**config.mk**
```make
export PLATFORM = sky130hd
export DESIGN_NAME = aemc_aer_regs
export DESIGN_NICKNAME = d
export VERILOG_FILES = /design/src/hw/aemc_pkg.sv /design/src/hw/aemc_mask_gate.sv /design/src/hw/aemc_header_log.sv /design/src/hw/aemc_aer_regs.sv
export VERILOG_INCLUDE_DIRS = /design/src /design/src/hw
export SDC_FILE = /design/constraint.sdc
export NUM_CORES = 1
export LEC_CHECK = 0
export CORE_UTILIZATION = 35
export CTS_BUF_LIST = sky130_fd_sc_hd__clkbuf_4 sky130_fd_sc_hd__clkbuf_8 sky130_fd_sc_hd__clkbuf_16
export CTS_CLUSTER_DIAMETER = 30
export CTS_CLUSTER_SIZE = 25
export DETAILED_ROUTE_END_ITERATION = 16
export DONT_BUFFER_PORTS = 1
export GPL_TIMING_DRIVEN = 0
export HOLD_SLACK_MARGIN = 0.06
export PLACE_DENSITY = 0.52
export REMOVE_ABC_BUFFERS = 1
export SLEW_MARGIN = 20
export SYNTH_ARGS = -nofsm -noshare
export SYNTH_HDL_FRONTEND = slang
export SYNTH_HIERARCHICAL = 1
export SYNTH_SLANG_ARGS = --single-unit
```
**constraint.sdc**
```tcl
create_clock -name core_clk_i -period 3.3 [get_ports core_clk_i]
set_input_delay 0 -clock core_clk_i [delete_from_list [all_inputs] [get_ports core_clk_i]]
set_output_delay 0 -clock core_clk_i [all_outputs]
set_load 0.02 [all_outputs]
```
**src/hw/aemc_regs.svh**
```systemverilog
// Offsets, field positions, reset values for the error mask/control/log bank
//
// Summary of operation
// - The advisory nonfatal mask bit 13 resets to one and is read/write.
// - Mask bits 12, 8, 7, 6 and 0 are read/write; 0 unmasks, 1 masks.
// - Reserved bits of the mask and capability/control registers read zero.
// - Capability/control bit 8 is the read/write extended CRC check enable.
// - Capability/control bit 7 is read-only and always reads one.
// - Capability/control bit 6 is the read/write extended CRC generate enable.
// - Capability/control bit 5 is read-only and always reads one.
// - Bits 4:0 are a hardware-loaded pointer to the first uncorrectable error.
// - Every unmasked correctable error and every uncorrectable log request captures the offending header into the log.
// - Log doubleword 0 sits at 11Ch and doubleword 3 at 128h, in order.
// - The log is read-only to software and resets to all zeros.
// - The capability/control register reads 0000_00A0h after reset.
// - A masked correctable error still sets status but is neither logged
//       nor reported upstream.
`ifndef AEMC_REGS_SVH
`define AEMC_REGS_SVH

// ---------------------------------------------------------------------------
// Configuration space offsets (byte addresses)
// ---------------------------------------------------------------------------
`define AEMC_CORR_MASK_OFS 12'h114
`define AEMC_CAP_CTRL_OFS 12'h118
`define AEMC_HDR_LOG0_OFS 12'h11C
`define AEMC_HDR_LOG3_OFS 12'h128

// ---------------------------------------------------------------------------
// Correctable mask fields
// ---------------------------------------------------------------------------
`define AEMC_MSK_RX_ERR 0
`define AEMC_MSK_BAD_TLP 6
`define AEMC_MSK_BAD_DLLP 7
`define AEMC_MSK_REPLAY_ROLL 8
`define AEMC_MSK_REPLAY_TMOUT 12
`define AEMC_MSK_ADVISORY 13
`define AEMC_CORR_MASK_WR 32'h0000_31C1
`define AEMC_CORR_MASK_RST 32'h0000_2000

// ---------------------------------------------------------------------------
// Capability and control fields
// ---------------------------------------------------------------------------
`define AEMC_CHK_EN_BIT 8
`define AEMC_CHK_CAP_BIT 7
`define AEMC_GEN_EN_BIT 6
`define AEMC_GEN_CAP_BIT 5
`define AEMC_PTR_MSB 4
`define AEMC_CAP_CTRL_RST 32'h0000_00A0
`define AEMC_HDR_LOG_RST 32'h0000_0000

`endif

```
**src/hw/aemc_pkg.sv**
```systemverilog
// Shared types of the error mask/control/log bank
package aemc_pkg;
	typedef logic [31:0] aemc_dword_t;
	typedef logic [11:0] aemc_addr_t;
	typedef logic [4:0] aemc_ptr_t;
	typedef logic [1:0] aemc_dw_idx_t;
endpackage : aemc_pkg

```
**src/hw/aemc_mask_gate.sv**
```systemverilog
// Per-error gating of correctable events by their mask bits
module aemc_mask_gate #(
	parameter int NUM_ERR = 6
) (
	// Event pulses and masks, same bit order
	input wire logic [NUM_ERR-1:0] err_i,
	input wire logic [NUM_ERR-1:0] mask_i,
	// Events allowed to log and report
	output logic [NUM_ERR-1:0] report_o,
	output logic any_report_o
);

	// ---------------------------------------------------------------------
	// Gating
	// ---------------------------------------------------------------------
	// One gate per error source
	genvar g;
	generate
		for (g = 0; g < NUM_ERR; g++)
		begin : g_gate
			assign report_o[g] = err_i[g] & ~mask_i[g];
		end
	endgenerate

	assign any_report_o = |report_o;

endmodule : aemc_mask_gate

```
**src/hw/aemc_header_log.sv**
```systemverilog
// Four-doubleword header log, loaded only by hardware
`include "aemc_regs.svh"
module aemc_header_log (
	// Clock and reset
	input wire logic core_clk_i,
	input wire logic rst_i,
	// Capture side
	input wire logic capture_i,
	input wire logic [127:0] hdr_i,
	// Read side
	input wire aemc_pkg::aemc_dw_idx_t rd_idx_i,
	output aemc_pkg::aemc_dword_t rd_data_o
);

	// ---------------------------------------------------------------------
	// Storage
	// ---------------------------------------------------------------------
	aemc_pkg::aemc_dword_t log_q [4];

	// Capture most recent offender; no software write path exists
	always_ff @(posedge core_clk_i)
	begin
		for (int i = 0; i < 4; i++)
		begin
			if (rst_i)
				log_q[i] <= `AEMC_HDR_LOG_RST;
			else if (capture_i)
				log_q[i] <= hdr_i[32*i +: 32];
		end
	end

	assign rd_data_o = log_q[rd_idx_i];

	// ---------------------------------------------------------------------
	// Checks
	// ---------------------------------------------------------------------
	hdr_capture_a: assert property (@(posedge core_clk_i)
		disable iff (rst_i)
		capture_i |=>
		{log_q[3], log_q[2], log_q[1], log_q[0]} == $past(hdr_i))
		else $error("header log missed a capture");
	hdr_hold_a: assert property (@(posedge core_clk_i)
		disable iff (rst_i)
		!capture_i |=> $stable(log_q[0]) && $stable(log_q[1]) &&
		$stable(log_q[2]) && $stable(log_q[3]))
		else $error("header log changed without capture");

endmodule : aemc_header_log

```
**src/hw/aemc_aer_regs.sv**
```systemverilog
// Correctable mask, capability/control and header log register bank
`include "aemc_regs.svh"
module aemc_aer_regs #(
	parameter int NUM_CORR = 6
) (
	// Clock and reset
	input wire logic core_clk_i,
	input wire logic rst_i,
	// Configuration access port
	input wire aemc_pkg::aemc_addr_t cfg_addr_i,
	input wire logic cfg_rd_i,
	input wire logic cfg_wr_i,
	input wire logic [3:0] cfg_be_i,
	input wire aemc_pkg::aemc_dword_t cfg_wdata_i,
	output aemc_pkg::aemc_dword_t cfg_rdata_o,
	output logic cfg_rvalid_o,
	// Correctable error events from link and physical layers
	input wire logic [NUM_CORR-1:0] corr_err_i,
	// Uncorrectable error log request and header of offender
	input wire logic unc_log_i,
	input wire logic [127:0] err_hdr_i,
	// First-error pointer load from uncorrectable status logic
	input wire logic first_err_load_i,
	input wire aemc_pkg::aemc_ptr_t first_err_pos_i,
	// Status set pulses and reportable events
	output logic [NUM_CORR-1:0] corr_status_set_o,
	output logic [NUM_CORR-1:0] corr_report_o,
	// Extended CRC enables to the transaction layer
	output logic end_crc_check_enable_o,
	output logic end_crc_generate_enable_o
);

	// ---------------------------------------------------------------------
	// Byte-enable merge
	// ---------------------------------------------------------------------
	// Merges write data into old value under byte enables and writable bits
	function automatic aemc_pkg::aemc_dword_t be_merge(
		input aemc_pkg::aemc_dword_t old_v,
		input aemc_pkg::aemc_dword_t new_v,
		input logic [3:0] be,
		input aemc_pkg::aemc_dword_t wr_bits
	);
		aemc_pkg::aemc_dword_t lane;
		lane = {{8{be[3]}}, {8{be[2]}}, {8{be[1]}}, {8{be[0]}}};
		lane = lane & wr_bits;
		return (old_v & ~lane) | (new_v & lane);
	endfunction : be_merge

	// ---------------------------------------------------------------------
	// State
	// ---------------------------------------------------------------------
	aemc_pkg::aemc_dword_t corr_mask;
	logic check_en;
	logic gen_en;
	aemc_pkg::aemc_ptr_t first_ptr;

	// ---------------------------------------------------------------------
	// Address decode
	// ---------------------------------------------------------------------
	// Register hits, dword aligned
	wire hit_mask = cfg_addr_i == `AEMC_CORR_MASK_OFS;
	wire hit_cap = cfg_addr_i == `AEMC_CAP_CTRL_OFS;
	wire hit_log = cfg_addr_i >= `AEMC_HDR_LOG0_OFS &&
		cfg_addr_i <= `AEMC_HDR_LOG3_OFS &&
		cfg_addr_i[1:0] == 2'h0;
	wire wr_mask = cfg_wr_i & hit_mask;
	wire wr_cap = cfg_wr_i & hit_cap;
	wire [11:0] log_ofs = cfg_addr_i - `AEMC_HDR_LOG0_OFS;
	wire aemc_pkg::aemc_dw_idx_t log_idx = log_ofs[3:2];

	// ---------------------------------------------------------------------
	// Mask gating and log capture
	// ---------------------------------------------------------------------
	// Mask bits reordered to event order
	wire [NUM_CORR-1:0] mask_vec = {
		corr_mask[`AEMC_MSK_ADVISORY],
		corr_mask[`AEMC_MSK_REPLAY_TMOUT],
		corr_mask[`AEMC_MSK_REPLAY_ROLL],
		corr_mask[`AEMC_MSK_BAD_DLLP],
		corr_mask[`AEMC_MSK_BAD_TLP],
		corr_mask[`AEMC_MSK_RX_ERR]
	};
	wire [NUM_CORR-1:0] report_w;
	wire any_report_w;
	wire log_capture = unc_log_i | any_report_w;
	wire aemc_pkg::aemc_dword_t log_dword;

	aemc_mask_gate #(
		.NUM_ERR(NUM_CORR)
	) u_gate (
		.err_i(corr_err_i),
		.mask_i(mask_vec),
		.report_o(report_w),
		.any_report_o(any_report_w)
	);

	aemc_header_log u_log (
		.core_clk_i(core_clk_i),
		.rst_i(rst_i),
		.capture_i(log_capture),
		.hdr_i(err_hdr_i),
		.rd_idx_i(log_idx),
		.rd_data_o(log_dword)
	);

	// ---------------------------------------------------------------------
	// Next values
	// ---------------------------------------------------------------------
	// Capability/control image with fixed flags and reserved zeros
	wire aemc_pkg::aemc_dword_t cap_image = {
		23'h000000,
		check_en,
		1'b1,
		gen_en,
		1'b1,
		first_ptr
	};
	wire aemc_pkg::aemc_dword_t next_mask = wr_mask ?
		be_merge(corr_mask, cfg_wdata_i, cfg_be_i, `AEMC_CORR_MASK_WR) :
		corr_mask;
	wire next_check_en = (wr_cap & cfg_be_i[1]) ?
		cfg_wdata_i[`AEMC_CHK_EN_BIT] : check_en;
	wire next_gen_en = (wr_cap & cfg_be_i[0]) ?
		cfg_wdata_i[`AEMC_GEN_EN_BIT] : gen_en;
	wire aemc_pkg::aemc_ptr_t next_ptr = first_err_load_i ?
		first_err_pos_i : first_ptr;
	// Read data mux; unmapped addresses and cycles without a read give zero
	wire aemc_pkg::aemc_dword_t next_rdata =
		!cfg_rd_i ? 32'h0000_0000 :
		hit_mask ? corr_mask :
		hit_cap ? cap_image :
		hit_log ? log_dword : 32'h0000_0000;

	// ---------------------------------------------------------------------
	// Control registers
	// ---------------------------------------------------------------------
	// Software-written fields and hardware pointer
	always_ff @(posedge core_clk_i)
	begin
		if (rst_i)
		begin
			corr_mask <= `AEMC_CORR_MASK_RST;
			check_en <= 1'b0;
			gen_en <= 1'b0;
			first_ptr <= 5'h00;
		end
		else
		begin
			corr_mask <= next_mask;
			check_en <= next_check_en;
			gen_en <= next_gen_en;
			first_ptr <= next_ptr;
		end
	end

	// ---------------------------------------------------------------------
	// Outputs
	// ---------------------------------------------------------------------
	// Read answer one cycle after request; event outputs registered
	always_ff @(posedge core_clk_i)
	begin
		if (rst_i)
		begin
			cfg_rdata_o <= 32'h0000_0000;
			cfg_rvalid_o <= 1'b0;
			corr_status_set_o <= '0;
			corr_report_o <= '0;
			end_crc_check_enable_o <= 1'b0;
			end_crc_generate_enable_o <= 1'b0;
		end
		else
		begin
			cfg_rdata_o <= next_rdata;
			cfg_rvalid_o <= cfg_rd_i;
			corr_status_set_o <= corr_err_i;
			corr_report_o <= report_w;
			end_crc_check_enable_o <= next_check_en;
			end_crc_generate_enable_o <= next_gen_en;
		end
	end

	// ---------------------------------------------------------------------
	// Checks
	// ---------------------------------------------------------------------
	mask_reset_a: assert property (@(posedge core_clk_i)
		rst_i |=> corr_mask == `AEMC_CORR_MASK_RST)
		else $error("mask reset value wrong");

	mask_write_a: assert property (@(posedge core_clk_i)
		disable iff (rst_i)
		cfg_wr_i && hit_mask && cfg_be_i == 4'hF |=>
		corr_mask == ($past(cfg_wdata_i) & `AEMC_CORR_MASK_WR))
		else $error("mask write not stored");

	rsvd_zero_a: assert property (@(posedge core_clk_i)
		disable iff (rst_i)
		cfg_rd_i && (hit_mask || hit_cap) |=>
		(cfg_rdata_o & ~`AEMC_CORR_MASK_WR & 32'hFFFF_FE00) == 32'h0)
		else $error("reserved bits read nonzero");

	check_en_a: assert property (@(posedge core_clk_i)
		disable iff (rst_i)
		wr_cap && cfg_be_i[1] |=>
		end_crc_check_enable_o == $past(cfg_wdata_i[`AEMC_CHK_EN_BIT]))
		else $error("check enable not written");

	cap_flags_a: assert property (@(posedge core_clk_i)
		disable iff (rst_i)
		cfg_rd_i && hit_cap |=>
		cfg_rdata_o[`AEMC_CHK_CAP_BIT] && cfg_rdata_o[`AEMC_GEN_CAP_BIT])
		else $error("capability flag reads zero");

	gen_en_a: assert property (@(posedge core_clk_i)
		disable iff (rst_i)
		wr_cap && cfg_be_i[0] |=> end_crc_generate_enable_o ==
		$past(cfg_wdata_i[`AEMC_GEN_EN_BIT]))
		else $error("generate enable not written");

	ptr_load_a: assert property (@(posedge core_clk_i)
		disable iff (rst_i)
		first_err_load_i |=> first_ptr == $past(first_err_pos_i))
		else $error("first error pointer not loaded");

	log_read_a: assert property (@(posedge core_clk_i)
		disable iff (rst_i)
		cfg_rd_i && cfg_addr_i == `AEMC_HDR_LOG3_OFS |=>
		cfg_rdata_o == $past(u_log.log_q[3]))
		else $error("log doubleword read from wrong slot");

	cap_reset_a: assert property (@(posedge core_clk_i)
		rst_i |=> cap_image == `AEMC_CAP_CTRL_RST)
		else $error("capability register reset value wrong");

	masked_silent_a: assert property (@(posedge core_clk_i)
		disable iff (rst_i)
		corr_err_i[0] && corr_mask[`AEMC_MSK_RX_ERR] |=>
		!corr_report_o[0] && corr_status_set_o[0])
		else $error("masked error reported or status lost");

	// Read answer follows its request by exactly one cycle
	rd_answer_a: assert property (@(posedge core_clk_i)
		disable iff (rst_i)
		cfg_rd_i |=> cfg_rvalid_o)
		else $error("read answer missing");

	// No answer and zero data when nothing was asked
	rvalid_pulse_a: assert property (@(posedge core_clk_i)
		disable iff (rst_i)
		!cfg_rd_i |=> !cfg_rvalid_o && cfg_rdata_o == 32'h0000_0000)
		else $error("read answer without request");

	// ---------------------------------------------------------------------
	// Hold and decode checks
	// ---------------------------------------------------------------------
	// Reserved mask bits can never be stored
	mask_rsvd_a: assert property (@(posedge core_clk_i)
		disable iff (rst_i)
		(corr_mask & ~`AEMC_CORR_MASK_WR) == 32'h0000_0000)
		else $error("reserved mask bit stored");

	// Unmapped addresses answer with zero
	unmapped_zero_a: assert property (@(posedge core_clk_i)
		disable iff (rst_i)
		cfg_rd_i && !hit_mask && !hit_cap && !hit_log |=>
		cfg_rdata_o == 32'h0000_0000)
		else $error("unmapped read returned data");

	// Software fields move only on their own write
	mask_hold_a: assert property (@(posedge core_clk_i)
		disable iff (rst_i)
		!wr_mask |=> $stable(corr_mask))
		else $error("mask changed without write");

	check_hold_a: assert property (@(posedge core_clk_i)
		disable iff (rst_i)
		!(wr_cap && cfg_be_i[1]) |=> $stable(end_crc_check_enable_o))
		else $error("check enable changed without write");

	gen_hold_a: assert property (@(posedge core_clk_i)
		disable iff (rst_i)
		!(wr_cap && cfg_be_i[0]) |=>
		$stable(end_crc_generate_enable_o))
		else $error("generate enable changed without write");

	// Pointer moves only on a load from the status logic
	ptr_hold_a: assert property (@(posedge core_clk_i)
		disable iff (rst_i)
		!first_err_load_i |=> $stable(first_ptr))
		else $error("first error pointer changed by itself");

	// Log slot follows the address in doubleword steps
	log_index_a: assert property (@(posedge core_clk_i)
		disable iff (rst_i)
		hit_log |-> log_idx == 2'(cfg_addr_i[3:2] + 2'h1))
		else $error("log doubleword index wrong");

	// Unmasked advisory event reaches the message side
	adv_report_a: assert property (@(posedge core_clk_i)
		disable iff (rst_i)
		corr_err_i[5] && !corr_mask[`AEMC_MSK_ADVISORY] |=>
		corr_report_o[5])
		else $error("unmasked advisory error not reported");

	// Every event sets status, masked or not
	status_copy_a: assert property (@(posedge core_clk_i)
		disable iff (rst_i)
		1'b1 |=> corr_status_set_o == $past(corr_err_i))
		else $error("status set pulse lost");

endmodule : aemc_aer_regs

```
==> results of run 1 <==
==> stage by stage <==
step | setup TNS (ns) | setup slack, ns | cell area (um2) | hold slack, ns
3_5_place_dp | 0 | 0.679 | 8600 | 0.0917
3_3_place_gp | -216.77 | -1.46 | 8440 | 0.0880
2_1_floorplan | -30.32 | -0.237 | 8040 | 0.0691
==> cells by family after synthesis <==
logic type / synth area share [%]
buffers and inverters: 3.75
flip-flops: 60.1
AO/OA/AOI/OAI: 3.47
multiplexers: 9.34
AND/OR/NAND/NOR: 22.9
adder cells (fa/ha/maj): 0.450
==> flow_summary.rst, run 1 <==
.. list-table::
   :header-rows: 1

   * - Metric
     - Value
   * - Number of distinct library cells after synthesis
     - 41
   * - Clock buffers created by TritonCTS
     - 17
   * - Buffers inserted during post-CTS setup optimization
     - 0
   * - Sequential-to-total area share from yosys stat
     - 60.1%
   * - Starting density of the core
     - 35.6%
   * - Placed instance count
     - 851
   * - CTS H-tree lvls
     - 4
   * - # hold bufs at CTS
     - 178
   * - Cell type with the highest aggregate area in the netlist
     - sky130_fd_sc_hd__edfxtp_1
   * - Yosys warns
     - 6
   * - Gate count of the mapped netlist
     - 578
   * - Post-synth top flop
     - sky130_fd_sc_hd__edfxtp_1
   * - Die Y
     - 156 um
   * - Die span in x
     - 156 um
   * - Largest buffer count on any clock path
     - 2
   * - Post-synthesis sequential element count
     - 186
   * - Leading cell types by count after synthesis
     - sky130_fd_sc_hd__and3b_1, sky130_fd_sc_hd__edfxtp_1, sky130_fd_sc_hd__dfxtp_1, sky130_fd_sc_hd__mux4_2, sky130_fd_sc_hd__nand3_1
   * - Mean instance size in the synthesized netlist
     - 14.4 um2
   * - Post-CTS Resized
     - 0
   * - Number of enable-type register cells in the synthesized netlist
     - 128
   * - Boundary Pins
     - 240
   * - Fraction of synthesis flops using an asynchronous set or reset pin
     - 0%
   * - Last flow stage reached
     - clock tree synthesis (4_1_cts)
   * - Fraction of post-synthesis cell area in the top cell type by area
     - 46.1%
   * - RD Place Congestion
     - 0.851
   * - Number of input and output port buffers inserted
     - 0
   * - Cells taking the most area after synthesis
     - sky130_fd_sc_hd__edfxtp_1, sky130_fd_sc_hd__dfxtp_1, sky130_fd_sc_hd__and3b_1
   * - Outcome
     - did not finish
   * - Mapped cell area
     - 0.00833 mm2
   * - Error message
     - [ERROR RSZ-0060] Max buffer count reached.
   * - Clk Tree Root Cell
     - sky130_fd_sc_hd__clkbuf_16
   * - Sink count of the clock tree
     - 186
   * - Half-perimeter wire length after detailed placement
     - 12.0 mm
   * - Num rows
     - 56
==> inputs of run 2 (changes only) <==
--- a/config.mk
+++ b/config.mk
@@ -6,15 +6,11 @@
 export SDC_FILE = /design/constraint.sdc
 export NUM_CORES = 1
 export LEC_CHECK = 0
-export CORE_UTILIZATION = 35
-export CTS_BUF_LIST = sky130_fd_sc_hd__clkbuf_4 sky130_fd_sc_hd__clkbuf_8 sky130_fd_sc_hd__clkbuf_16
-export CTS_CLUSTER_DIAMETER = 30
-export CTS_CLUSTER_SIZE = 25
+export CORE_UTILIZATION = 20
 export DETAILED_ROUTE_END_ITERATION = 16
 export DONT_BUFFER_PORTS = 1
 export GPL_TIMING_DRIVEN = 0
-export HOLD_SLACK_MARGIN = 0.06
-export PLACE_DENSITY = 0.52
+export PLACE_DENSITY_LB_ADDON = 0.15
 export REMOVE_ABC_BUFFERS = 1
 export SLEW_MARGIN = 20
 export SYNTH_ARGS = -nofsm -noshare
==> run 2 against run 1 <==
  * The flow now finishes without violations
  * Synthesized cell count stayed put
  * Synthesized area stayed put
==> flow_summary.rst, run 2 <==
.. list-table::
   :header-rows: 1

   * - Metric
     - Value
   * - Later-pin clock latency in the skew report
     - 0.45 ns
   * - Number of enable-type register cells in the synthesized netlist
     - 128 (unchanged)
   * - Post-Route WL
     - 23.8 mm
   * - Number of hold violations in the final report
     - 0
   * - Transition at the pin with the smallest max-transition slack
     - 0.771 ns
   * - Comb pwr share
     - 9.6%
   * - Standby leakage power
     - 4.43 nW
   * - Max Freq
     - 0.336 GHz
   * - Clock buffers created by TritonCTS
     - 17 (unchanged)
   * - Mapped cell area
     - 0.00833 mm2 (unchanged)
   * - First-pass GRT wire length
     - 34.4 mm
   * - First-iteration detailed-routing DRC count
     - 174
   * - Register with the most flip-flops
     - u_log/log_q
   * - Max FFs per register
     - 128
   * - Antenna violations before repair
     - 1
   * - Number of cells on the worst reg-to-reg path
     - 8
   * - Switching power share of the total
     - 24.6%
   * - Die span in x
     - 206 um (+32%)
   * - Sequential-to-total area share from yosys stat
     - 60.1% (unchanged)
   * - Post-place instance area
     - 0.00892 mm2 (+3.7%)
   * - Vias
     - 5412
   * - Power density relative to cell area
     - 459 mW/mm2
   * - Post-synth top flop
     - sky130_fd_sc_hd__edfxtp_1
   * - Number of instances on the worst hold path
     - 4
   * - CTS H-tree lvls
     - 4 (unchanged)
   * - Gate count of the mapped netlist
     - 578 (unchanged)
   * - Number of input and output port buffers inserted
     - 0 (unchanged)
   * - Share of cells above drive strength 1
     - 14.2%
   * - Die Outline Area
     - 0.0425 mm2
   * - R2R setup slack
     - 0.46 ns
   * - Vias per cell
     - 4.24
   * - Mean instance size in the synthesized netlist
     - 14.4 um2 (unchanged)
   * - Max-slew violation count
     - 0
   * - Worst max-slew margin expressed relative to the limit
     - 48.2%
   * - Path type of the worst setup path
     - in -> reg
   * - FF-to-FF End
     - u_log/log_q[0][2]
   * - Clock network power share
     - 39.7%
   * - Post-route setup slack
     - 0.321 ns
   * - Sink count of the clock tree
     - 186 (unchanged)
   * - Placed instance count
     - 1066 (+25%)
   * - Cells taking the most area after synthesis
     - sky130_fd_sc_hd__edfxtp_1, sky130_fd_sc_hd__dfxtp_1, sky130_fd_sc_hd__and3b_1
   * - Data required time at the worst endpoint
     - 3.64 ns
   * - Power share of the sequential group
     - 50.7%
   * - Switching power of the nets
     - 0.00127 W
   * - Cell type with the highest aggregate area in the netlist
     - sky130_fd_sc_hd__edfxtp_1
   * - Number of setup violations in the final report
     - 0
   * - P&R area growth vs syn
     - 35.5%
   * - Clock tree from TritonCTS
     - built
   * - Final period utilization
     - 90.3%
   * - Average detailed-routed wire length per instance
     - 18.7 um
   * - Maximum resistive drop on vdd
     - 0.000249 V
   * - Post-synthesis sequential element count
     - 186 (unchanged)
   * - Startpoint type of the worst setup path
     - input port
   * - Leading cell type in the layout, fill and taps excluded
     - sky130_fd_sc_hd__dlygate4sd3_1
   * - Shortest period the worst path allows
     - 2.98 ns
   * - Worst Hold Class
     - in -> reg
   * - Fraction of synthesis flops using an asynchronous set or reset pin
     - 0% (unchanged)
   * - Outcome
     - finished, final reports clean
   * - Post-CTS Resized
     - 0 (unchanged)
   * - Setup repair after global routing missed its margin
     - false
   * - Starting density of the core
     - 20.4% (-15 points)
   * - Largest driver fanout on the critical path
     - 6
   * - Boundary Pins
     - 240 (unchanged)
   * - Pin count of the biggest net entering global routing
     - 155
   * - Max-Cap Viols
     - 0
   * - Number of distinct library cells after synthesis
     - 41 (unchanged)
   * - RD Place Congestion
     - 0.771 (-9.4%)
   * - Data arrival at the endpoint of the critical path
     - 3.32 ns
   * - Remaining Overflow, GRT
     - 0
   * - Clk Tree Root Cell
     - sky130_fd_sc_hd__clkbuf_16
   * - Number of iterations in the first detailed-routing pass
     - 4
   * - Fraction of post-synthesis cell area in the top cell type by area
     - 46.1% (unchanged)
   * - Final design instance area without fill
     - 0.0113 mm2
   * - Number of design rule violations left after detail routing
     - 0
   * - Final standard cell count with taps included and fillers excluded
     - 1277
   * - Half-perimeter wire length after detailed placement
     - 15.3 mm (+28%)
   * - Worst setup EP type
     - flip-flop
   * - Total track usage
     - 11.2%
   * - Internal power
     - 0.00390 W
   * - Post-Place Worst Slack
     - 0.228 ns (-0.451 ns)
   * - Setup_tns
     - 0 ns
   * - Commonest cells after routing, fill and taps aside
     - sky130_fd_sc_hd__dlygate4sd3_1, sky130_fd_sc_hd__and3b_1, sky130_fd_sc_hd__edfxtp_1
   * - # nets final
     - 928
   * - Hold Crit Start
     - cfg_addr_i[5]
   * - Num rows
     - 74 (+32%)
   * - Largest buffer count on any clock path
     - 2 (unchanged)
   * - Leading cell types by count after synthesis
     - sky130_fd_sc_hd__and3b_1, sky130_fd_sc_hd__edfxtp_1, sky130_fd_sc_hd__dfxtp_1, sky130_fd_sc_hd__mux4_2, sky130_fd_sc_hd__nand3_1
   * - Via count of the first global-routing pass
     - 5572
   * - Registers with the most flip-flops
     - u_log/log_q (128), cfg_rdata_o (32)
   * - Setup skew after layout
     - 0.0139 ns
   * - # diodes
     - 0
   * - Worst Hold Path EP
     - cfg_rdata_o[6]
   * - Clock-pin slew on the worst setup and hold paths
     - 0.08 ns
   * - Die Y
     - 206 um (+32%)
   * - Yosys warns
     - 6 (unchanged)
   * - Area of the core region
     - 0.0409 mm2
   * - Count of antenna-violating nets left after detailed routing
     - 0
run 2: cell counts after synthesis:
No cell type changed its count.
run 2: power groups by stage:
| stage | Sequential [W] | Clock [W] | Combinational (W) |
|---|---|---|---|
| finish | 0.00262 | 0.00206 | 0.000495 |
| global route | 0.00263 | 0.00223 | 0.000534 |
| CTS | 0.00262 | 0.00216 | 0.000502 |
| detailed placement | 0.00268 | 0 | 0.000310 |
| global placement | 0.00267 | 0 | 0.000301 |
| floorplan | 0.00267 | 0 | 0.000224 |
run 2: routing by layer:
metal	vias to the layer above	wire (um)	GRT usage [%]
met5	-	0	0
met4	0	413	4.36
met3	23	1350	2.71
met2	175	11400	18.4
met1	2689	10700	14.2
li1	2525	-	-
run 2: how the worst max path moves through the flow:
stage,start,to,slack [ns],depth (start not counted)
floorplan,flip-flop,u_log/log_q[0][0],-0.24,5
global placement,cfg_addr_i[2],cfg_rdata_o[13],-1.94,6
detailed placement,flip-flop,u_log/log_q[1][2],0.23,8
CTS,flip-flop,u_log/log_q[0][2],0.20,8
global route,flip-flop,u_log/log_q[0][2],0.21,8
finish,cfg_addr_i[7],end_crc_generate_enable_o,0.32,8
run 2: worst max-delay path: stages:
cell and delay (ns):
sky130_fd_sc_hd__dlygate4sd3_1 0.58, sky130_fd_sc_hd__nor4b_4 0.45, sky130_fd_sc_hd__dlygate4sd3_1 0.68, sky130_fd_sc_hd__nand4_1 0.14
sky130_fd_sc_hd__o21ai_0 0.22, sky130_fd_sc_hd__dlygate4sd3_1 0.57, sky130_fd_sc_hd__a21oi_1 0.07, sky130_fd_sc_hd__dlygate4sd3_1 0.59
run 2: final cells by class:
type	instances	area [um2]
multi-input combinational	335	3030
sequential	186	5000
clock buffer	18	439
clock inverter	14	126
tap	532	666
fill	4218	29600
timing repair buffer	186	1990
inverter	6	27.5
run 2: timing repair:
action / 4_1_cts / 5_1_grt
hold buffers: 178 / 0
endpoints found under the hold margin: 163 / 0
endpoints found under the setup margin: 0 / 4
buffers inserted: 0 / 0
run 2: per-stage QoR:
stage               total power (W)  utilization, %  hold slack [ns]
floorplan                   0.00289               -           0.0691
global placement            0.00297            21.3           0.0907
detailed placement          0.00299            21.8           0.0913
CTS                         0.00528            27.6          0.00616
global route                0.00540            27.6           0.0423
finish                      0.00518            27.6           0.0514
run 2: cells by family after synthesis:
logic type,synth area share [%]
AO/OA/AOI/OAI,3.47
buffers and inverters,3.75
adder cells (fa/ha/maj),0.450
multiplexers,9.34
AND/OR/NAND/NOR,22.9
flip-flops,60.1
Note: power is estimated with default switching activity, not from simulation.
==> inputs of run 3 (changes only) <==
--- a/config.mk
+++ b/config.mk
@@ -6,6 +6,7 @@
 export SDC_FILE = /design/constraint.sdc
 export NUM_CORES = 1
 export LEC_CHECK = 0
+export CORE_MARGIN = 2
 export CORE_UTILIZATION = 20
 export DETAILED_ROUTE_END_ITERATION = 16
 export DONT_BUFFER_PORTS = 1
==> constraint.sdc (replaced) <==
create_clock -name core_clk_i -period 3.3 [get_ports core_clk_i]
set_input_delay 0.495 -clock core_clk_i [delete_from_list [all_inputs] [get_ports core_clk_i]]
set_output_delay 0.495 -clock core_clk_i [all_outputs]
set_load 0.02 [all_outputs]
==> run 3 against run 2 <==
  * First-iteration DRC count increased by 28%
  * Final area decreased by 16%
  * Fmax increased by 14%
  * Flip-flop and latch count unchanged
  * Register-to-register slack improved by 0.23 ns
  * Critical path depth decreased by 1
  * Sequential share of layout area increased by 8.4 points
  * Critical path type is now reg -> reg
  * Critical endpoint is now u_log/log_q[3][27]
  * Largest power group unchanged
==> flow_summary.rst, run 3 (same netlist as run 2, synthesis figures left out) <==
.. list-table::
   :header-rows: 1

   * - Metric
     - Value
   * - Max incr delay on CP
     - 0.46 ns (-0.22 ns)
   * - RD Place Congestion
     - 0.775 (+0.53%)
   * - List of cells traversed by the critical path
     - nor2b_1 > nor4_2 > nand2_1 > or2_4 > buf_12 > or2_4 > buf_16
   * - Switching power of the nets
     - 0.00109 W (-14%)
   * - Data arrival at the endpoint of the critical path
     - 2.75 ns (-0.57 ns)
   * - Setup repair after global routing missed its margin
     - false
   * - Clock-pin slew on the worst setup and hold paths
     - 0.08 ns (about the same)
   * - Antenna violations before repair
     - 3 (+2)
   * - Max-slew violation count
     - 0 (unchanged)
   * - Power density relative to cell area
     - 517 mW/mm2 (+13%)
   * - Num rows
     - 74 (unchanged)
   * - Worst max-slew margin expressed relative to the limit
     - 44.8% (-3.5 points)
   * - Vias per cell
     - 4.29 (+1.2%)
   * - Path type of the worst setup path
     - reg -> reg
   * - Power share of the sequential group
     - 53.5% (+2.8 points)
   * - Via count of the first global-routing pass
     - 4983 (-11%)
   * - Half-perimeter wire length after detailed placement
     - 15.7 mm (+2.6%)
   * - Die Outline Area
     - 0.0433 mm2 (+1.9%)
   * - Registers with the most flip-flops
     - u_log/log_q (128), cfg_rdata_o (32)
   * - Final Total Pwr
     - 0.00491 W (-5.1%)
   * - Buffers inserted during post-CTS setup optimization
     - 0 (unchanged)
   * - Setup_tns
     - 0 ns (unchanged)
   * - Largest driver fanout on the critical path
     - 73 (+67)
   * - Count of antenna-violating nets left after detailed routing
     - 0 (unchanged)
   * - P&R area growth vs syn
     - 14.0%
   * - Number of design rule violations left after detail routing
     - 0 (unchanged)
   * - Starting density of the core
     - 20.3% (-0.046 points)
   * - Worst Hold Class
     - in -> reg
   * - Max FFs per register
     - 128 (unchanged)
   * - Pin count of the biggest net entering global routing
     - 156 (+0.65%)
   * - First-iteration detailed-routing DRC count
     - 223 (+28%)
   * - First-pass GRT wire length
     - 33.1 mm (-4.0%)
   * - Boundary Pins
     - 240 (unchanged)
   * - Post-CTS Resized
     - 0 (unchanged)
   * - Dominant delay contributor by cell family on the critical path
     - simple AND/OR/NAND/NOR gates
   * - Vias
     - 4717 (-13%)
   * - Outcome
     - finished, final reports clean
   * - Number of fill cells in the layout
     - 4306 (+2.1%)
   * - Comb pwr share
     - 6.2% (-3.4 points)
   * - Post-Place Worst Slack
     - 0.459 ns (+0.231 ns)
   * - Min Hold Slack
     - 0.119 ns (+0.0672 ns)
   * - Total track usage
     - 10.5% (-0.71 points)
   * - Clock buffers created by TritonCTS
     - 17 (unchanged)
   * - # hold bufs at CTS
     - 0 (-100%)
   * - Max-Cap Viols
     - 0 (unchanged)
   * - R2R setup slack
     - 0.69 ns (+0.23 ns)
   * - Startpoint type of the worst setup path
     - flip-flop
   * - Most prevalent standard cell on the critical path
     - sky130_fd_sc_hd__or2_4
   * - Post-route setup slack
     - 0.685 ns (+0.365 ns)
   * - Maximum resistive drop on vdd
     - 0.000300 V (+21%)
   * - Number of setup violations in the final report
     - 0 (unchanged)
   * - Remaining Overflow, GRT
     - 0 (unchanged)
   * - Placed instance count
     - 1067 (+0.094%)
   * - CTS H-tree lvls
     - 4 (unchanged)
   * - Data required time at the worst endpoint
     - 3.43 ns (-0.21 ns)
   * - Worst setup EP type
     - flip-flop
   * - Internal power
     - 0.00382 W (-2.2%)
   * - Transition at the pin with the smallest max-transition slack
     - 0.822 ns (+0.0516 ns)
   * - Clock tree from TritonCTS
     - built
   * - Average detailed-routed wire length per instance
     - 20.3 um (+8.7%)
   * - Clk Tree Root Cell
     - sky130_fd_sc_hd__clkbuf_16
   * - FF-to-FF End
     - u_log/log_q[3][27]
   * - Area of the core region
     - 0.0410 mm2 (+0.23%)
   * - Number of input and output port buffers inserted
     - 0 (unchanged)
   * - Critical Path End
     - u_log/log_q[3][27]
   * - Max Freq
     - 0.382 GHz (+14%)
   * - Number of iterations in the first detailed-routing pass
     - 4 (unchanged)
   * - Switching power share of the total
     - 22.3% (-2.3 points)
   * - Die Y
     - 208 um (+0.97%)
   * - Setup skew after layout
     - 0.0160 ns (+0.00217 ns)
   * - Post-Route WL
     - 22.3 mm (-6.4%)
   * - Later-pin clock latency in the skew report
     - 0.46 ns (about the same)
   * - Instance count on the critical path
     - 7 (-1)
   * - Share of cells above drive strength 1
     - 18.3% (+4.1 points)
   * - Final standard cell count with taps included and fillers excluded
     - 1100 (-14%)
   * - Final period utilization
     - 79.2% (-11 points)
   * - Number of cells on the worst reg-to-reg path
     - 7 (-1)
   * - Library cell contributing the largest single delay on the critical path
     - sky130_fd_sc_hd__or2_4
   * - Commonest cells after routing, fill and taps aside
     - sky130_fd_sc_hd__and3b_1, sky130_fd_sc_hd__edfxtp_1, sky130_fd_sc_hd__dfxtp_1
   * - Number of buffers and inverters on the critical path
     - 2 (-2)
   * - Sink count of the clock tree
     - 186 (unchanged)
   * - Standby leakage power
     - 3.71 nW (-16%)
   * - # nets final
     - 750 (-19%)
   * - Largest buffer count on any clock path
     - 2 (unchanged)
   * - Register with the most flip-flops
     - u_log/log_q
   * - Number of hold violations in the final report
     - 0 (unchanged)
   * - Clock network power share
     - 40.3% (+0.6 points)
   * - Die span in x
     - 208 um (+0.97%)
   * - Shortest period the worst path allows
     - 2.61 ns (-0.365 ns)
==> run 3: cell count changes in the layout (fill, tap and decap cells not counted), moves of 2 or more <==
| cell | delta |
|---|---|
| sky130_fd_sc_hd__clkinv_4 | -4 |
| sky130_fd_sc_hd__dlygate4sd3_1 | -177 |
| sky130_fd_sc_hd__inv_8 | -4 |
| sky130_fd_sc_hd__inv_6 | -2 |
| sky130_fd_sc_hd__inv_4 | +3 |
==> run 3: worst register-to-register path, stage by stage, from the launching register on <==
cell and delay (ns):
sky130_fd_sc_hd__dfxtp_1 0.35, sky130_fd_sc_hd__nor2b_1 0.19, sky130_fd_sc_hd__nor4_2 0.07, sky130_fd_sc_hd__nand2_1 0.06, sky130_fd_sc_hd__or2_4 0.45, sky130_fd_sc_hd__buf_12 0.32
sky130_fd_sc_hd__or2_4 0.47, sky130_fd_sc_hd__buf_16 0.31
==> run 3: final cells by class <==
type | instances | area (um2) | area share, %
Sequential cell | 186 | 5000 | 52.7
Timing Repair Buffer | 9 | 218 | 2.29
Inverter | 6 | 25.0 | 0.264
Clock inverter | 9 | 58.8 | 0.619
Clock buffer | 23 | 494 | 5.20
Antenna cell | 1 | 2.50 | 0.0264
Tap cell | 532 | 666 | 7.01
Multi-Input combinational cell | 334 | 3030 | 31.9
==> run 3: per-stage QoR <==
step,utilization (%),cell area [um2]
3_5_place_dp,21.8,8940
3_3_place_gp,21.2,8710
6_report,23.2,9500
2_1_floorplan,-,8040
5_1_grt,23.2,9500
4_1_cts,23.1,9490
==> run 3: routing by layer <==
| metal | track usage [%] | vias to the layer above | part of all wire, % |
|---|---|---|---|
| li1 | - | 2171 | - |
| met1 | 12.9 | 2345 | 44 |
| met2 | 16.9 | 171 | 48 |
| met3 | 4.15 | 26 | 6.4 |
| met4 | 3.50 | 4 | 1.4 |
| met5 | 0 | - | 0.11 |
==> run 3: worst min path at each step <==
stage                 startpoint                   endpoint  slack (ns)  cells after the start
global placement    first_ptr[2]             cfg_rdata_o[2]        0.46                      2
CTS                        rst_i  end_crc_generate_enable_o        0.07                      1
floorplan           first_ptr[2]             cfg_rdata_o[2]        0.44                      2
global route               rst_i  end_crc_generate_enable_o        0.07                      1
finish                     rst_i       corr_status_set_o[2]        0.12                      1
detailed placement  first_ptr[3]             cfg_rdata_o[3]        0.47                      2
==> run 3: power groups by stage <==
stage	sequential [W]	combinational [W]	clock, W
3_3_place_gp	0.00267	0.000300	0
6_report	0.00263	0.000306	0.00198
5_1_grt	0.00263	0.000337	0.00215
3_5_place_dp	0.00268	0.000314	0
4_1_cts	0.00263	0.000315	0.00207
2_1_floorplan	0.00267	0.000224	0
==> inputs of run 4 (changes only) <==
==> constraint.sdc (replaced) <==
create_clock -name core_clk_i -period 2.25 [get_ports core_clk_i]
set_input_delay 0.3375 -clock core_clk_i [delete_from_list [all_inputs] [get_ports core_clk_i]]
set_output_delay 0.3375 -clock core_clk_i [all_outputs]
set_load 0.02 [all_outputs]
==> run 4 against run 3 <==
  * Worst hold slack got worse by 0.074 ns
  * Via count grew 2.3%
  * Largest power group unchanged
  * Critical endpoint is now u_log/log_q[3][20]
  * Routed wire length is 6.2% higher
==> flow_summary.rst, run 4 (same netlist as run 2, synthesis figures left out) <==
.. list-table::
   :header-rows: 1

   * - Metric
     - Value
   * - Area of the core region
     - 0.0410 mm2 (unchanged)
   * - Number of cells on the worst reg-to-reg path
     - 7 (unchanged)
   * - Die span in x
     - 208 um (unchanged)
   * - Worst Hold Class
     - in -> reg
   * - Worst max-slew margin expressed relative to the limit
     - 37.5% (-7.3 points)
   * - Vias per cell
     - 4.29 (about the same)
   * - Switching power of the nets
     - 0.00162 W (+48%)
   * - # nets final
     - 772 (+2.9%)
   * - Path type of the worst setup path
     - reg -> reg
   * - Hold Crit Start
     - cfg_wdata_i[8]
   * - Boundary Pins
     - 240 (unchanged)
   * - Max Freq
     - 0.466 GHz (+22%)
   * - First-pass GRT wire length
     - 34.9 mm (+5.6%)
   * - Data required time at the worst endpoint
     - 2.42 ns (-1.01 ns)
   * - Internal power
     - 0.00562 W (+47%)
   * - Data arrival at the endpoint of the critical path
     - 2.32 ns (-0.43 ns)
   * - Shortest period the worst path allows
     - 2.15 ns (-0.468 ns)
   * - Num rows
     - 74 (unchanged)
   * - Via count of the first global-routing pass
     - 5178 (+3.9%)
   * - Dominant delay contributor by cell family on the critical path
     - simple AND/OR/NAND/NOR gates
   * - P&R area growth vs syn
     - 16.5%
   * - Post-route setup slack
     - 0.104 ns (-0.582 ns)
   * - First-iteration detailed-routing DRC count
     - 251 (+13%)
   * - Largest driver fanout on the critical path
     - 74 (+1.4%)
   * - Post-Place Worst Slack
     - -0.434 ns (-0.893 ns)
   * - Power density relative to cell area
     - 746 mW/mm2 (+44%)
   * - Library cell contributing the largest single delay on the critical path
     - sky130_fd_sc_hd__dfxtp_1
   * - Number of design rule violations left after detail routing
     - 0 (unchanged)
   * - Setup skew after layout
     - 0.0177 ns (+0.00166 ns)
   * - Remaining Overflow, GRT
     - 0 (unchanged)
   * - Largest buffer count on any clock path
     - 2 (unchanged)
   * - Final period utilization
     - 95.4% (+16 points)
   * - Placed instance count
     - 1067 (unchanged)
   * - Number of setup violations in the final report
     - 0 (unchanged)
   * - Die Y
     - 208 um (unchanged)
   * - Number of iterations in the first detailed-routing pass
     - 4 (unchanged)
   * - RD Place Congestion
     - 0.775 (unchanged)
   * - FF-to-FF End
     - u_log/log_q[3][20]
   * - Average detailed-routed wire length per instance
     - 21.1 um (+3.9%)
   * - Register with the most flip-flops
     - u_log/log_q
   * - Number of instances on the worst hold path
     - 2 (+1)
   * - Half-perimeter wire length after detailed placement
     - 15.7 mm (unchanged)
   * - Max incr delay on CP
     - 0.42 ns (-0.04 ns)
   * - Pin count of the biggest net entering global routing
     - 133 (-15%)
   * - Starting density of the core
     - 20.3% (unchanged)
   * - Die Outline Area
     - 0.0433 mm2 (unchanged)
   * - Number of hold violations in the final report
     - 0 (unchanged)
   * - Antenna violations before repair
     - 3 (unchanged)
   * - Number of input and output port buffers inserted
     - 0 (unchanged)
   * - Clock-pin slew on the worst setup and hold paths
     - 0.07 ns (about the same)
   * - Max-Cap Viols
     - 0 (unchanged)
   * - Count of antenna-violating nets left after detailed routing
     - 0 (unchanged)
   * - Share of cells above drive strength 1
     - 19.2% (+0.84 points)
   * - Clk Tree Root Cell
     - sky130_fd_sc_hd__clkbuf_16
   * - Power share of the sequential group
     - 53.2% (-0.3 points)
   * - Worst setup EP type
     - flip-flop
   * - Startpoint type of the worst setup path
     - flip-flop
   * - Max FFs per register
     - 128 (unchanged)
   * - R2R setup slack
     - 0.10 ns (-0.58 ns)
   * - Later-pin clock latency in the skew report
     - 0.46 ns (about the same)
   * - Commonest cells after routing, fill and taps aside
     - sky130_fd_sc_hd__and3b_1, sky130_fd_sc_hd__edfxtp_1, sky130_fd_sc_hd__dfxtp_1
   * - Most prevalent standard cell on the critical path
     - sky130_fd_sc_hd__or2_4
   * - Final design instance area without fill
     - 0.00971 mm2 (+2.2%)
   * - Max-slew violation count
     - 0 (unchanged)
   * - Post-place instance area
     - 0.00894 mm2 (unchanged)
   * - Transition at the pin with the smallest max-transition slack
     - 0.934 ns (+0.112 ns)
   * - Switching power share of the total
     - 22.4% (+0.15 points)
   * - Outcome
     - finished, final reports clean
   * - Clock tree from TritonCTS
     - built
   * - Clock buffers created by TritonCTS
     - 17 (unchanged)
   * - Clock network power share
     - 40.2% (about the same)
   * - CTS H-tree lvls
     - 4 (unchanged)
   * - Setup repair after global routing missed its margin
     - false
   * - Sink count of the clock tree
     - 186 (unchanged)
   * - Comb pwr share
     - 6.6% (+0.4 points)
   * - Number of buffers and inverters on the critical path
     - 2 (unchanged)
   * - Vias
     - 4825 (+2.3%)
   * - Final standard cell count with taps included and fillers excluded
     - 1125 (+2.3%)
   * - Maximum resistive drop on vdd
     - 0.000454 V (+51%)
   * - Standby leakage power
     - 3.80 nW (+2.4%)
   * - Post-Route WL
     - 23.7 mm (+6.2%)
   * - Registers with the most flip-flops
     - u_log/log_q (128), cfg_rdata_o (32)
   * - List of cells traversed by the critical path
     - nor2b_4 > nor4_2 > nand2_2 > or2_4 > buf_12 > or2_4 > buf_16
   * - Min Hold Slack
     - 0.0448 ns (-0.0737 ns)
   * - Total track usage
     - 11.2% (+0.64 points)
-- run 4: cell types whose count changed in the layout (fill, tap and decap cells not counted) --
cell	delta
sky130_fd_sc_hd__buf_4	+4
sky130_fd_sc_hd__dfxtp_1	-1
sky130_fd_sc_hd__dfxtp_2	+1
sky130_fd_sc_hd__diode_2	+3
sky130_fd_sc_hd__dlygate4sd3_1	+15
sky130_fd_sc_hd__nand2_1	-1
sky130_fd_sc_hd__nand2_2	+1
sky130_fd_sc_hd__or2_2	+3
-- run 4: repair_timing --
action,CTS,global route
hold buffers,15,0
buffers inserted,4,0
gates cloned,3,0
resized for setup,1,1
setup endpoints to repair,128,71
hold endpoints to repair,25,0
pin swaps,3,0
-- run 4: worst max path at each step --
stage / slack [ns] / end / cells past startpoint
4_1_cts: 0.03 / u_log/log_q[1][20] / 7
3_5_place_dp: -0.43 / u_log/log_q[3][11] / 7
2_1_floorplan: -1.34 / u_log/log_q[0][0] / 5
5_1_grt: 0.008 / u_log/log_q[3][27] / 7
6_report: 0.10 / u_log/log_q[3][20] / 7
3_3_place_gp: -3.17 / cfg_rdata_o[13] / 6
-- run 4: power groups by stage --
stage | Combinational (W) | Clock, W | Sequential, W
finish | 0.000481 | 0.00291 | 0.00385
global route | 0.000528 | 0.00315 | 0.00386
CTS | 0.000494 | 0.00304 | 0.00385
detailed placement | 0.000460 | 0 | 0.00393
global placement | 0.000440 | 0 | 0.00392
floorplan | 0.000328 | 0 | 0.00391
-- run 4: routing by layer --
layer | up-vias | routed length [um] | GRT usage, %
met5 | - | 24 | 0
met4 | 4 | 323 | 3.50
met3 | 24 | 1570 | 4.36
met2 | 164 | 11500 | 18.1
met1 | 2417 | 10300 | 13.7
li1 | 2216 | - | -
-- run 4: area by class of cell --
type                       instances  area [um2]
fill                            4309       31300
sequential                       186        5010
multi-input combinational        337        3050
tap                              532         666
clock buffer                      23         494
timing repair buffer              28         398
clock inverter                     9        58.8
inverter                           6        25.0
antenna                            4        10.0
-- run 4: per-stage QoR --
stage | power, W | setup TNS (ns) | util [%]
floorplan | 0.00424 | -199.05 | -
global placement | 0.00436 | -468.54 | 21.2
detailed placement | 0.00439 | -51.13 | 21.8
CTS | 0.00739 | 0 | 23.6
global route | 0.00754 | 0 | 23.6
finish | 0.00724 | 0 | 23.7
